### src/icsc_defines.svh
// Constants of the clock source unit: register offsets, field positions, reset values, timing.
// Assumes the includer compiles the 50 MHz single-clock design that uses them.
`ifndef ICSC_DEFINES_SVH
`define ICSC_DEFINES_SVH

`define ICSC_ADDR_CTRL1 8'h00
`define ICSC_ADDR_CTRL2 8'h01
`define ICSC_ADDR_TRIM 8'h02
`define ICSC_ADDR_STAT 8'h03

`define ICSC_C1_CS_MSB 7
`define ICSC_C1_CS_LSB 6
`define ICSC_C1_RDIV_MSB 5
`define ICSC_C1_RDIV_LSB 3
`define ICSC_C1_REFSEL 2
`define ICSC_C1_IRCLKEN 1
`define ICSC_C1_IRSTEN 0

`define ICSC_C2_BUSDIV_MSB 7
`define ICSC_C2_BUSDIV_LSB 6
`define ICSC_C2_RANGE 5
`define ICSC_C2_GAIN 4
`define ICSC_C2_PWRDN 3
`define ICSC_C2_OSCREQ 2
`define ICSC_C2_EREN 1
`define ICSC_C2_ERSTEN 0

`define ICSC_ST_FINE 0
`define ICSC_ST_LOCK 1
`define ICSC_ST_MODE_MSB 4
`define ICSC_ST_MODE_LSB 2
`define ICSC_ST_DMX32 5
`define ICSC_ST_OSCRNG_MSB 7
`define ICSC_ST_OSCRNG_LSB 6

`define ICSC_CTRL1_RST 8'h04
`define ICSC_CTRL2_RST 8'h40
`define ICSC_FACTORY_COARSE 8'h80
`define ICSC_FACTORY_FINE 1'h0
`define ICSC_OSCRNG_RST 2'h0

`define ICSC_CLK_MHZ 50
`define ICSC_ACQ_TIME_US 1
`define ICSC_ACQ_CYCLES (`ICSC_ACQ_TIME_US * `ICSC_CLK_MHZ)

`define ICSC_OSC_LOW_RATIO 11'h008
`define ICSC_OSC_MID_RATIO 11'h004
`define ICSC_OSC_HIGH_RATIO 11'h001
`define ICSC_DEBUG_RATIO 11'h002
`define ICSC_RDIV_HI_BASE 11'h020
`define ICSC_RDIV_HI_MAX 11'h400

`endif

### src/icsc_pkg.sv
// Types shared by the clock source unit.
// Assumes the defines header carries every numeric constant.
package icsc_pkg;

  // Gray codes along the engaged, bypassed and low-power modes; stop sits off to the side.
  typedef enum logic [2:0] {
    FLL_ENGAGED_INT_MODE = 3'h0,
    FLL_ENGAGED_EXT_MODE = 3'h1,
    FLL_BYPASSED_INT_MODE = 3'h3,
    BYPASSED_INT_LOWPOWER_MODE = 3'h2,
    FLL_BYPASSED_EXT_MODE = 3'h6,
    BYPASSED_EXT_LOWPOWER_MODE = 3'h7,
    STOP_MODE = 3'h5
  } icsc_mode_type;

endpackage

### src/icsc_sync3.sv
// Three-stage synchroniser with a rising-edge pulse for a pin-driven reference clock.
// Assumes the input is asynchronous to clk_i and much slower than it.
`timescale 1ns/1ps
module icsc_sync3 (
  input wire logic clk_i,     // System clock.
  input wire logic reset_n_i, // Synchronous reset, active low.
  input wire logic pin_i,     // Asynchronous input.
  output logic rise_o         // One-cycle pulse per rising edge.
);
  logic meta;
  logic stage2;
  logic stage3;
  logic level;

  always_ff @(posedge clk_i) begin
    if (!reset_n_i) begin
      meta <= 1'b0;
      stage2 <= 1'b0;
      stage3 <= 1'b0;
      level <= 1'b0;
    end else begin
      meta <= pin_i;
      stage2 <= meta;
      stage3 <= stage2;
      if (stage2 == stage3) begin
        level <= stage3;
      end
    end
  end

  // A change counts only once stages two and three agree, so a sample that
  // resolves late cannot give a short extra pulse.
  assign rise_o = (stage2 == stage3) & stage3 & ~level;
endmodule // icsc_sync3

### src/icsc_tick_div.sv
// Divides a stream of one-cycle ticks by a run-time ratio.
// Assumes a ratio of at least one; the counter restarts when cleared.
`timescale 1ns/1ps
module icsc_tick_div (
  input wire logic clk_i,         // System clock.
  input wire logic reset_n_i,     // Synchronous reset, active low.
  input wire logic clear_i,       // Restart the count.
  input wire logic tick_i,        // Input tick.
  input wire logic [10:0] ratio_i, // Division ratio.
  output logic tick_o             // Every ratio-th input tick.
);
  logic [10:0] count;
  logic last;

  assign last = (count >= (ratio_i - 11'h001));
  assign tick_o = tick_i & last & ~clear_i;

  always_ff @(posedge clk_i) begin
    if (!reset_n_i || clear_i) begin
      count <= 11'h000;
    end else if (tick_i) begin
      count <= last ? 11'h000 : count + 11'h001;
    end
  end
endmodule // icsc_tick_div

### src/icsc_top.sv
// Clock source unit: mode control, FLL model, source select, bus and debug dividers.
// Assumes one 50 MHz clock; every derived clock is a one-cycle enable on clk_i.
// Reference clocks arrive as pins and are synchronised here.
`timescale 1ns/1ps
`include "icsc_defines.svh"
// Functional notes
// - Seven modes: two engaged, two bypassed, two low-power bypassed, and stop.
// - Any reset enters the FLL engaged internal mode without software help.
// - Engaged internal: system clock from FLL on internal reference; debug from FLL.
// - Engaged external: system clock from FLL on external reference; debug from FLL.
// - Bypassed internal: FLL runs on internal reference; system clock is internal.
// - Bypassed internal low power: FLL off, system clock internal, no debug clock.
// - Bypassed external: FLL runs on external reference; system clock is external.
// - Bypassed external low power: FLL off, system clock external, no debug clock.
// - Stop: FLL off, system and debug clocks stop, references follow stop enables.
// - Leaving stop resets oscillator frequency; output stable after acquisition time.
// - Selected source passes a bus divider of 1, 2, 4 or 8 from two bits.
// - Ordinary reset loads factory trims; a debug-entry reset sets all trim bits.
// - Internal reference has nine trim bits: eight coarse plus one fine.
// - Debug clock is the low-range oscillator output divided by two.
// - The FLL offers three oscillators covering different frequency ranges.
// - An option maximises FLL output for a 32768 Hz external reference.
// - Five controls go to the external oscillator: gain, range, request, enable, stop.
// - A low-range oscillator running on stop2 entry keeps running in stop2.
// - A reference divider scales the external reference; its output drives nothing, not the FLL.
// - The unit produces clocks up to 40 MHz, a 20 MHz bus; here the top range ticks at the full 50 MHz and the bus can divide by one.
// - The external oscillator output also clocks the time-of-day counter.
// - Source select 00 FLL, 01 internal, 10 external; 11 acts as 00.
// - Reference select set feeds internal reference to FLL, clear feeds external.
// - Power-down select disables FLL in bypassed modes unless debug is active.
// - Bus divider field resets to divide by two.
module icsc_top (
  input wire logic clk_i,            // 50 MHz system clock.
  input wire logic reset_n_i,        // Synchronous reset, active low.
  input wire logic debug_reset_i,    // Current reset enters background debug mode.
  input wire logic debug_active_i,   // Background debug mode is active.
  input wire logic stop_i,           // Core requests stop.
  input wire logic stop2_i,          // The stop request is stop2.
  input wire logic int_ref_clk_i,    // Internal reference clock pin.
  input wire logic ext_osc_clk_i,    // External oscillator output pin.
  input wire logic [7:0] addr_i,     // Register address.
  input wire logic [7:0] wr_data_i,  // Register write data.
  input wire logic wr_i,             // Write strobe.
  input wire logic rd_i,             // Read strobe.
  output logic [7:0] rd_data_o,      // Read data, cycle after rd_i.
  output logic sys_clk_en_o,         // Selected source tick.
  output logic bus_clk_en_o,         // Bus clock tick after the divider.
  output logic debug_clk_en_o,       // Debug clock tick.
  output logic daytime_clk_en_o,     // Time-of-day counter clock tick.
  output logic fll_enable_o,         // FLL is running.
  output logic fll_locked_o,         // FLL acquisition complete.
  output logic [2:0] mode_o,         // Current operating mode.
  output logic [8:0] ref_trim_o,     // Internal reference trim.
  output logic int_ref_enable_o,     // Internal reference enabled.
  output logic osc_gain_o,           // Oscillator high gain.
  output logic osc_range_o,          // Oscillator high range.
  output logic osc_request_o,        // Oscillator (1) or clock (0) requested.
  output logic ext_ref_enable_o,     // External reference enabled.
  output logic ext_ref_stop_enable_o // External reference stays on in stop.
);
  logic [7:0] ctrl1;
  logic [7:0] ctrl2;
  logic [7:0] coarse_trim;
  logic fine_trim;
  logic dmx32;
  logic [1:0] fll_osc_range;
  icsc_pkg::icsc_mode_type mode;
  icsc_pkg::icsc_mode_type next_mode;
  logic [1:0] clock_source_sel;
  logic [2:0] rdiv;
  logic fll_reference_sel;
  logic [1:0] bus_divider_sel;
  logic fll_power_down_sel;
  logic int_tick;
  logic ext_tick;
  logic ref_div_tick;
  logic fll_tick;
  logic lowrange_tick;
  logic debug_tick;
  logic sys_tick;
  logic fll_on;
  logic stopped;
  logic [10:0] rdiv_ratio;
  logic [10:0] fll_osc_ratio;
  logic [10:0] bus_ratio;
  logic [7:0] acq_count;
  logic prev_ref_sel;
  logic stop2_keep;
  logic ext_en_run;

  assign clock_source_sel = ctrl1[`ICSC_C1_CS_MSB:`ICSC_C1_CS_LSB];
  assign rdiv = ctrl1[`ICSC_C1_RDIV_MSB:`ICSC_C1_RDIV_LSB];
  assign fll_reference_sel = ctrl1[`ICSC_C1_REFSEL];
  assign bus_divider_sel = ctrl2[`ICSC_C2_BUSDIV_MSB:`ICSC_C2_BUSDIV_LSB];
  assign fll_power_down_sel = ctrl2[`ICSC_C2_PWRDN];

  // Register writes; bus divider resets to divide by two.
  always_ff @(posedge clk_i) begin
    if (!reset_n_i) begin
      ctrl1 <= `ICSC_CTRL1_RST;
      ctrl2 <= `ICSC_CTRL2_RST;
      dmx32 <= 1'b0;
      fll_osc_range <= `ICSC_OSCRNG_RST;
    end else if (wr_i) begin
      if (addr_i == `ICSC_ADDR_CTRL1) begin
        ctrl1 <= wr_data_i;
      end
      if (addr_i == `ICSC_ADDR_CTRL2) begin
        ctrl2 <= wr_data_i;
      end
      if (addr_i == `ICSC_ADDR_STAT) begin
        dmx32 <= wr_data_i[`ICSC_ST_DMX32];
        fll_osc_range <= wr_data_i[`ICSC_ST_OSCRNG_MSB:`ICSC_ST_OSCRNG_LSB];
      end
    end
  end

  // Trim loads factory values, or all ones when the reset enters debug.
  always_ff @(posedge clk_i) begin
    if (!reset_n_i) begin
      coarse_trim <= debug_reset_i ? 8'hff : `ICSC_FACTORY_COARSE;
      fine_trim <= debug_reset_i ? 1'b1 : `ICSC_FACTORY_FINE;
    end else if (wr_i) begin
      if (addr_i == `ICSC_ADDR_TRIM) begin
        coarse_trim <= wr_data_i;
      end
      if (addr_i == `ICSC_ADDR_STAT) begin
        fine_trim <= wr_data_i[`ICSC_ST_FINE];
      end
    end
  end

  assign ref_trim_o = {coarse_trim, fine_trim};

  // Read data stand only in the cycle after the strobe; unmapped reads zero.
  always_ff @(posedge clk_i) begin
    if (!reset_n_i || !rd_i) begin
      rd_data_o <= 8'h00;
    end else begin
      case (addr_i)
        `ICSC_ADDR_CTRL1: rd_data_o <= ctrl1;
        `ICSC_ADDR_CTRL2: rd_data_o <= ctrl2;
        `ICSC_ADDR_TRIM: rd_data_o <= coarse_trim;
        `ICSC_ADDR_STAT: rd_data_o <= {fll_osc_range, dmx32, mode, fll_locked_o, fine_trim};
        default: rd_data_o <= 8'h00;
      endcase
    end
  end

  // Mode decode; power-down select is overridden while debug is active.
  always_comb begin
    if (stop_i) begin
      next_mode = icsc_pkg::STOP_MODE;
    end else begin
      case (clock_source_sel)
        2'h1: next_mode = (fll_power_down_sel && !debug_active_i) ?
                          icsc_pkg::BYPASSED_INT_LOWPOWER_MODE :
                          icsc_pkg::FLL_BYPASSED_INT_MODE;
        2'h2: next_mode = (fll_power_down_sel && !debug_active_i) ?
                          icsc_pkg::BYPASSED_EXT_LOWPOWER_MODE :
                          icsc_pkg::FLL_BYPASSED_EXT_MODE;
        default: next_mode = fll_reference_sel ? icsc_pkg::FLL_ENGAGED_INT_MODE :
                             icsc_pkg::FLL_ENGAGED_EXT_MODE;
      endcase
    end
  end

  always_ff @(posedge clk_i) begin
    if (!reset_n_i) begin
      mode <= icsc_pkg::FLL_ENGAGED_INT_MODE;
    end else begin
      mode <= next_mode;
    end
  end

  assign mode_o = mode;
  assign stopped = (mode == icsc_pkg::STOP_MODE);
  // The FLL runs in every mode but stop and the two low-power ones.
  assign fll_on = !stopped && (mode != icsc_pkg::BYPASSED_INT_LOWPOWER_MODE) &&
                  (mode != icsc_pkg::BYPASSED_EXT_LOWPOWER_MODE);
  assign fll_enable_o = fll_on;

  icsc_sync3 u_int_sync (
    .clk_i(clk_i),
    .reset_n_i(reset_n_i),
    .pin_i(int_ref_clk_i),
    .rise_o(int_tick)
  );

  icsc_sync3 u_ext_sync (
    .clk_i(clk_i),
    .reset_n_i(reset_n_i),
    .pin_i(ext_osc_clk_i),
    .rise_o(ext_tick)
  );

  // The oscillator output also clocks the time-of-day counter while enabled.
  assign daytime_clk_en_o = ext_tick & ext_ref_enable_o;

  // Reference divider; the high range starts at 32 and tops out at 1024.
  always_comb begin
    if (!osc_range_o) begin
      rdiv_ratio = 11'h001 << rdiv;
    end else if (rdiv > 3'h5) begin
      rdiv_ratio = `ICSC_RDIV_HI_MAX;
    end else begin
      rdiv_ratio = `ICSC_RDIV_HI_BASE << rdiv;
    end
  end

  icsc_tick_div u_ref_div (
    .clk_i(clk_i),
    .reset_n_i(reset_n_i),
    .clear_i(1'b0),
    .tick_i(ext_tick),
    .ratio_i(rdiv_ratio),
    .tick_o(ref_div_tick)
  );

  // Three oscillator ranges; the 32768 Hz option runs the chosen one at its
  // fastest setting. The top range ticks every cycle, the full 50 MHz clk_i rate.
  always_comb begin
    case (fll_osc_range)
      2'h0: fll_osc_ratio = dmx32 ? `ICSC_OSC_MID_RATIO : `ICSC_OSC_LOW_RATIO;
      2'h1: fll_osc_ratio = dmx32 ? `ICSC_OSC_HIGH_RATIO : `ICSC_OSC_MID_RATIO;
      default: fll_osc_ratio = `ICSC_OSC_HIGH_RATIO;
    endcase
  end

  // Clearing on power-down puts the oscillator back to its reset phase.
  icsc_tick_div u_fll_osc (
    .clk_i(clk_i),
    .reset_n_i(reset_n_i),
    .clear_i(!fll_on),
    .tick_i(1'b1),
    .ratio_i(fll_osc_ratio),
    .tick_o(fll_tick)
  );

  // The low-range oscillator always runs with the FLL and feeds debug.
  icsc_tick_div u_lowrange (
    .clk_i(clk_i),
    .reset_n_i(reset_n_i),
    .clear_i(!fll_on),
    .tick_i(1'b1),
    .ratio_i(`ICSC_OSC_LOW_RATIO),
    .tick_o(lowrange_tick)
  );

  icsc_tick_div u_debug_div (
    .clk_i(clk_i),
    .reset_n_i(reset_n_i),
    .clear_i(!fll_on),
    .tick_i(lowrange_tick),
    .ratio_i(`ICSC_DEBUG_RATIO),
    .tick_o(debug_tick)
  );

  // No debug clock in low-power modes or stop.
  assign debug_clk_en_o = debug_tick & fll_on;

  // Lock needs a full acquisition time after enabling, leaving stop, or
  // switching reference. The count runs on clk_i; reference ticks play no part in it.
  always_ff @(posedge clk_i) begin
    prev_ref_sel <= fll_reference_sel;
    if (!reset_n_i || !fll_on || (prev_ref_sel != fll_reference_sel)) begin
      acq_count <= 8'h00;
    end else if (acq_count != 8'(`ICSC_ACQ_CYCLES)) begin
      acq_count <= acq_count + 8'h01;
    end
  end

  assign fll_locked_o = (acq_count == 8'(`ICSC_ACQ_CYCLES)) && fll_on;

  // Source follows the decoded mode, so the tick always agrees with mode_o.
  always_comb begin
    case (mode)
      icsc_pkg::FLL_BYPASSED_INT_MODE,
      icsc_pkg::BYPASSED_INT_LOWPOWER_MODE: sys_tick = int_tick;
      icsc_pkg::FLL_BYPASSED_EXT_MODE,
      icsc_pkg::BYPASSED_EXT_LOWPOWER_MODE: sys_tick = ext_tick;
      default: sys_tick = fll_tick;
    endcase
  end

  assign sys_clk_en_o = sys_tick & !stopped;
  assign bus_ratio = 11'h001 << bus_divider_sel;

  icsc_tick_div u_bus_div (
    .clk_i(clk_i),
    .reset_n_i(reset_n_i),
    .clear_i(stopped),
    .tick_i(sys_clk_en_o),
    .ratio_i(bus_ratio),
    .tick_o(bus_clk_en_o)
  );

  // Internal reference runs when enabled, when it feeds the running FLL, or when selected; in stop only with its stop enable.
  assign int_ref_enable_o = stopped ? (ctrl1[`ICSC_C1_IRCLKEN] & ctrl1[`ICSC_C1_IRSTEN]) :
                            (ctrl1[`ICSC_C1_IRCLKEN] | (fll_on & fll_reference_sel) |
                             (clock_source_sel == 2'h1));

  // A low-range oscillator running at stop2 entry stays on through stop2.
  assign ext_en_run = ctrl2[`ICSC_C2_EREN] | (fll_on & !fll_reference_sel) |
                      (clock_source_sel == 2'h2);
  always_ff @(posedge clk_i) begin
    if (!reset_n_i || !stop_i) begin
      stop2_keep <= 1'b0;
    end else if (!stopped) begin
      stop2_keep <= stop2_i & ext_en_run & !osc_range_o & osc_request_o;
    end
  end

  assign osc_gain_o = ctrl2[`ICSC_C2_GAIN];
  assign osc_range_o = ctrl2[`ICSC_C2_RANGE];
  assign osc_request_o = ctrl2[`ICSC_C2_OSCREQ];
  assign ext_ref_stop_enable_o = ctrl2[`ICSC_C2_ERSTEN];
  assign ext_ref_enable_o = stopped ?
                            ((ctrl2[`ICSC_C2_EREN] & ext_ref_stop_enable_o) | stop2_keep) :
                            ext_en_run;

  a_reset_mode_engaged: assert property (@(posedge clk_i)
    !reset_n_i |=> mode == icsc_pkg::FLL_ENGAGED_INT_MODE)
    else $error("mode not engaged internal after reset");

  a_bus_div_reset: assert property (@(posedge clk_i)
    !reset_n_i |=> bus_divider_sel == 2'h1)
    else $error("bus divider not divide by two after reset");

  a_trim_debug_ones: assert property (@(posedge clk_i)
    (!reset_n_i && debug_reset_i) |=> ref_trim_o == 9'h1ff)
    else $error("trim not set by debug reset");

  a_stop_clocks_off: assert property (@(posedge clk_i) disable iff (!reset_n_i)
    stopped |-> (!sys_clk_en_o && !debug_clk_en_o && !fll_enable_o && !bus_clk_en_o))
    else $error("clock active in stop");

  a_lowpower_no_debug: assert property (@(posedge clk_i) disable iff (!reset_n_i)
    (mode == icsc_pkg::BYPASSED_INT_LOWPOWER_MODE ||
     mode == icsc_pkg::BYPASSED_EXT_LOWPOWER_MODE) |-> (!fll_enable_o && !debug_clk_en_o))
    else $error("FLL or debug clock in low power mode");

  a_bypass_int_src: assert property (@(posedge clk_i) disable iff (!reset_n_i)
    (!stop_i && clock_source_sel == 2'h1 && !fll_power_down_sel) |=>
    (mode == icsc_pkg::FLL_BYPASSED_INT_MODE && sys_clk_en_o == int_tick && fll_enable_o))
    else $error("bypassed internal source wrong");

  a_reserved_src_fll: assert property (@(posedge clk_i) disable iff (!reset_n_i)
    (clock_source_sel == 2'h3 && !stop_i) |=> sys_clk_en_o == fll_tick)
    else $error("reserved source code not FLL");

  a_lock_waits_acq: assert property (@(posedge clk_i) disable iff (!reset_n_i)
    $rose(fll_enable_o) |-> !fll_locked_o [*8])
    else $error("lock before acquisition time");

  a_debug_half_rate: assert property (@(posedge clk_i) disable iff (!reset_n_i)
    debug_clk_en_o |=> !debug_clk_en_o [*8])
    else $error("debug clock faster than half low range");

  a_mode_lowpwr_decode: assert property (@(posedge clk_i) disable iff (!reset_n_i)
    (!stop_i && clock_source_sel == 2'h1 && fll_power_down_sel && !debug_active_i)
    |=> mode == icsc_pkg::BYPASSED_INT_LOWPOWER_MODE)
    else $error("low power bypass not decoded");
endmodule // icsc_top

### config.mk
export PLATFORM = sky130hd
export DESIGN_NAME = icsc_top
export DESIGN_NICKNAME = d
export VERILOG_FILES = /design/src/icsc_pkg.sv /design/src/icsc_sync3.sv /design/src/icsc_tick_div.sv /design/src/icsc_top.sv
export VERILOG_INCLUDE_DIRS = /design/src
export SDC_FILE = /design/constraint.sdc
export NUM_CORES = 1
export LEC_CHECK = 0
export ABC_CLOCK_PERIOD_IN_PS = 6450
export BUFFER_PORTS_ARGS = -buffer_cell sky130_fd_sc_hd__buf_2
export CAP_MARGIN = 10
export CORE_MARGIN = 2
export CORE_UTILIZATION = 64
export CTS_BUF_LIST = sky130_fd_sc_hd__clkbuf_8
export DETAILED_ROUTE_END_ITERATION = 8
export PLACE_DENSITY = 0.95
export SYNTH_ARGS = -nofsm -noshare
export SYNTH_HDL_FRONTEND = slang
export SYNTH_SLANG_ARGS = --single-unit
### constraint.sdc
create_clock -name clk_i -period 6.45 [get_ports clk_i]
set_input_delay 0.3225 -clock clk_i [delete_from_list [all_inputs] [get_ports clk_i]]
set_output_delay 0.3225 -clock clk_i [all_outputs]
set_load 0.02 [all_outputs]
==> load_flow_metrics.sql <==
INSERT INTO impl_metrics (metric_group, metric, value, unit) VALUES
('sta', 'max-slew-margin-rel', '26.90', '%'),
('global_route', 'grt_start_max_net_pins', '46', ''),
('run', 'drv.max_cap_violation_count', '0', ''),
('drt', 'vias', '3731', ''),
('layout', 'design.final.nets', '586', ''),
('synthesis', 'synth_async_sr_flop_share', '0', '%'),
('synthesis', 'netlist.area_leader.share', '41.89', '%'),
('place', 'place.gp.congestion', '0.9396', ''),
('floorplan', 'design.die.area', '7549', 'um2'),
('cts', 'h-tree-depth', '3', ''),
('power_and_ir_drop', 'total_leakage_power', '2.082', 'nW'),
('layout', 'drive_gt1_share', '16.02', '%'),
('floorplan', 'rows', '30', ''),
('power_and_ir_drop', 'p_sw', '0.2831', 'mW'),
('critical_path', 'worstRegToRegCells', '10', ''),
('global_route', 'antenna_found_initial', '0', ''),
('sta', 'tns', '0', 'ns'),
('cts', 'cts_tree', 'yes', ''),
('synthesis', 'yosys.cell_types.count', '54', ''),
('place', 'place_hpwl', '6860', 'um'),
('synthesis', 'synthCells', '475', ''),
('floorplan', 'core_area', '6719', 'um2'),
('power_and_ir_drop', 'pwr-share-clk', '40.4', '%'),
('floorplan', 'die_width', '86.89', 'um'),
('synthesis', 'synth_sequential_area_ratio', '48.04', '%'),
('floorplan', 'start_util', '65.44', '%'),
('sta', 'final_critical_path_share_of_the_clock_period', '55.85', '%'),
('synthesis', 'avgSynthCellArea', '9.256', 'um2'),
('power_and_ir_drop', 'worst_ir_drop_vdd', '150.8', 'uV'),
('sta', 'tmin_final', '3.603', 'ns'),
('global_route', 'grtUsageTotal', '26.62', '%'),
('synthesis', 'synth_flop_cell', 'dfxtp_1', ''),
('sta', 'worst_slew_pin_slew', '1.091', 'ns'),
('cts', 'root_buffer', 'clkbuf_8', ''),
('worst_hold_path', 'timing.hold.worst.start', 'stop_i', ''),
('cts', 'postCtsSetupRepairBufs', '0', ''),
('sta', 'timing.final.hold_violations', '0', ''),
('floorplan', 'top_level_ports', '58', ''),
('global_route', 'grt_pass1_wl', '15900', 'um'),
('power_and_ir_drop', 'seq_power_share', '52.1', '%'),
('sta', 'fin_worst_skew', '0.01030', 'ns'),
('sta', 'rsz0062_at_grt', 'no', ''),
('layout', 'filler_cell_count', '475', ''),
('critical_path', 'timing.critical_path.arrival', '3.28', 'ns'),
('drt', 'drc', '0', ''),
('synthesis', 'synth_enable_flop_cells', '9', ''),
('global_route', 'number_of_global_route_vias_before_repair', '3657', ''),
('synthesis', 'synth_largest_area_cell', 'dfxtp_1', ''),
('synthesis', 'synth.yosys.warnings', '0', ''),
('synthesis', 'synth.cell_area', '4397', 'um2'),
('synthesis', 'netlist_top_cells_count', 'dfxtp_1, nor2_1, nand2_1', ''),
('critical_path', 'end_kind', 'output port', ''),
('layout', 'ff_latch_area', '2112', 'um2'),
('critical_path', 'critPathMaxFanout', '11', ''),
('cts', 'cts_resized', '0', ''),
('status', 'status', 'completed', ''),
('drt', 'avgRoutedWirePerCell', '15.62', 'um'),
('drt', 'totalWireLength', '9733', 'um'),
('sta', 'fmaxAchievable', '277.6', 'MHz'),
('layout', 'num_antenna_cells', '0', ''),
('drt', 'detail-route-antenna-nets', '0', ''),
('sta', 'hold-worst-slack', '0.1615', 'ns'),
('drt', 'first_pass_iters', '7', ''),
('critical_path', 'rr_startpoint', 'fll_osc_range[0]', ''),
('synthesis', 'synthMostInstantiatedCell', 'dfxtp_1', ''),
('cts', 'clock_sinks', '101', ''),
('layout', 'synthToLayoutAreaGrowth', '14.03', '%'),
('sta', 'timing.final.setup_violations', '0', ''),
('sta', 'final_max_slew_viol_count', '0', ''),
('critical_path', 'cp.required', '6.13', 'ns'),
('worst_hold_path', 'hold-path-endpoint', 'mode_o[1]', '');
[metal layers]
| metal | track usage (%) | share of wire, % |
|---|---|---|
| met5 | 0 | 0 |
| met4 | 12.50 | 2.3 |
| met2 | 47.26 | 50 |
| met3 | 3.697 | 5.6 |
| met1 | 31.61 | 43 |
[worst max-delay path by stage]
stage / startpoint / endpoint / slack [ns] / cells past startpoint
global route: dmx32 / sys_clk_en_o / 2.62 / 9
finish: fll_osc_range[0] / sys_clk_en_o / 2.85 / 9
detailed placement: dmx32 / sys_clk_en_o / 3.32 / 9
CTS: dmx32 / sys_clk_en_o / 2.84 / 9
floorplan: dmx32 / bus_clk_en_o / 3.98 / 9
global placement: dmx32 / sys_clk_en_o / 3.36 / 9
[layout make-up]
class | instances | area share (%)
Multi-Input combinational cell | 350 | 43.40
Sequential cell | 101 | 42.13
Timing Repair Buffer | 58 | 5.840
Clock buffer | 10 | 2.745
Clock inverter | 6 | 2.546
Tap cell | 80 | 1.997
Inverter | 18 | 1.348
[cell families after synthesis]
logic type	Yosys count	share of synthesized area [%]
xor gates and xnor gates	23	4.582
and+or+nand+nor	204	22.71
buffers and inverters	34	3.329
muxes	3	0.6830
DFF	101	48.04
AOI/OAI and AO/OA	86	14.23
adders and majority gates	22	6.261
other	2	0.1708
[stage by stage]
step                      total power [mW]  instances  util [%]  setup slack (ns)  area, um2
after floorplan                     0.7445        485         -             3.980       4434
after global placement              0.7693        607     70.67             3.359       4748
after detailed placement            0.7745        607     70.67             3.316       4748
after CTS                            1.278        623     74.62             2.840       5014
after global routing                 1.312        623     74.62             2.619       5014
final                                1.276        623     74.62             2.847       5014
[worst max-delay path, stage by stage, from the launching register on]
cell	delay [ns]
dfxtp_1	0.42
xor2_1	0.17
nand2b_1	0.07
ha_1	0.27
ha_1	0.30
nand2_1	0.08
nor4b_1	0.37
a31oi_1	0.21
a21oi_1	0.72
buf_2	0.30
[sequential cells by signal, indices dropped and copies added (netlist names), 2 cells and up]
name,flops
acq_count,8
ctrl2,8
u_lowrange.count,11
u_fll_osc.count,11
ctrl1,8
coarse_trim,8
u_bus_div.count,11
rd_data_o,8
mode_o,3
fll_osc_range,2
u_debug_div.count,11
[placed cells by master, fill, tap and decap left out, types with 2 or more instances in the layout]
cell	instances
dfxtp_1	92
buf_2	57
nor2_1	54
nand2_1	53
nand3_1	42
ha_1	22
inv_1	20
a21oi_1	18
a21boi_0	18
a22oi_1	17
xor2_1	13
and3_1	12
conb_1	12
xnor2_1	10
clkbuf_8	10
edfxtp_1	9
a31oi_1	6
and2_1	6
o21a_1	5
a41oi_1	5
nor3_1	5
nand2b_1	5
o21ai_0	5
nor4_1	5
bufinv_16	4
mux2i_1	3
nor3_2	3
nor2b_1	3
a211oi_1	2
nand4_1	2
a21o_1	2
[power by group through the flow]
stage	sequential, mW	clock [mW]	combinational, mW
final	0.664	0.515	0.0966
after detailed placement	0.679	0	0.0956
after global placement	0.678	0	0.0916
after global routing	0.667	0.539	0.107
after CTS	0.664	0.516	0.0968
after floorplan	0.682	0	0.0627
Power figures use the tool's default switching activity.
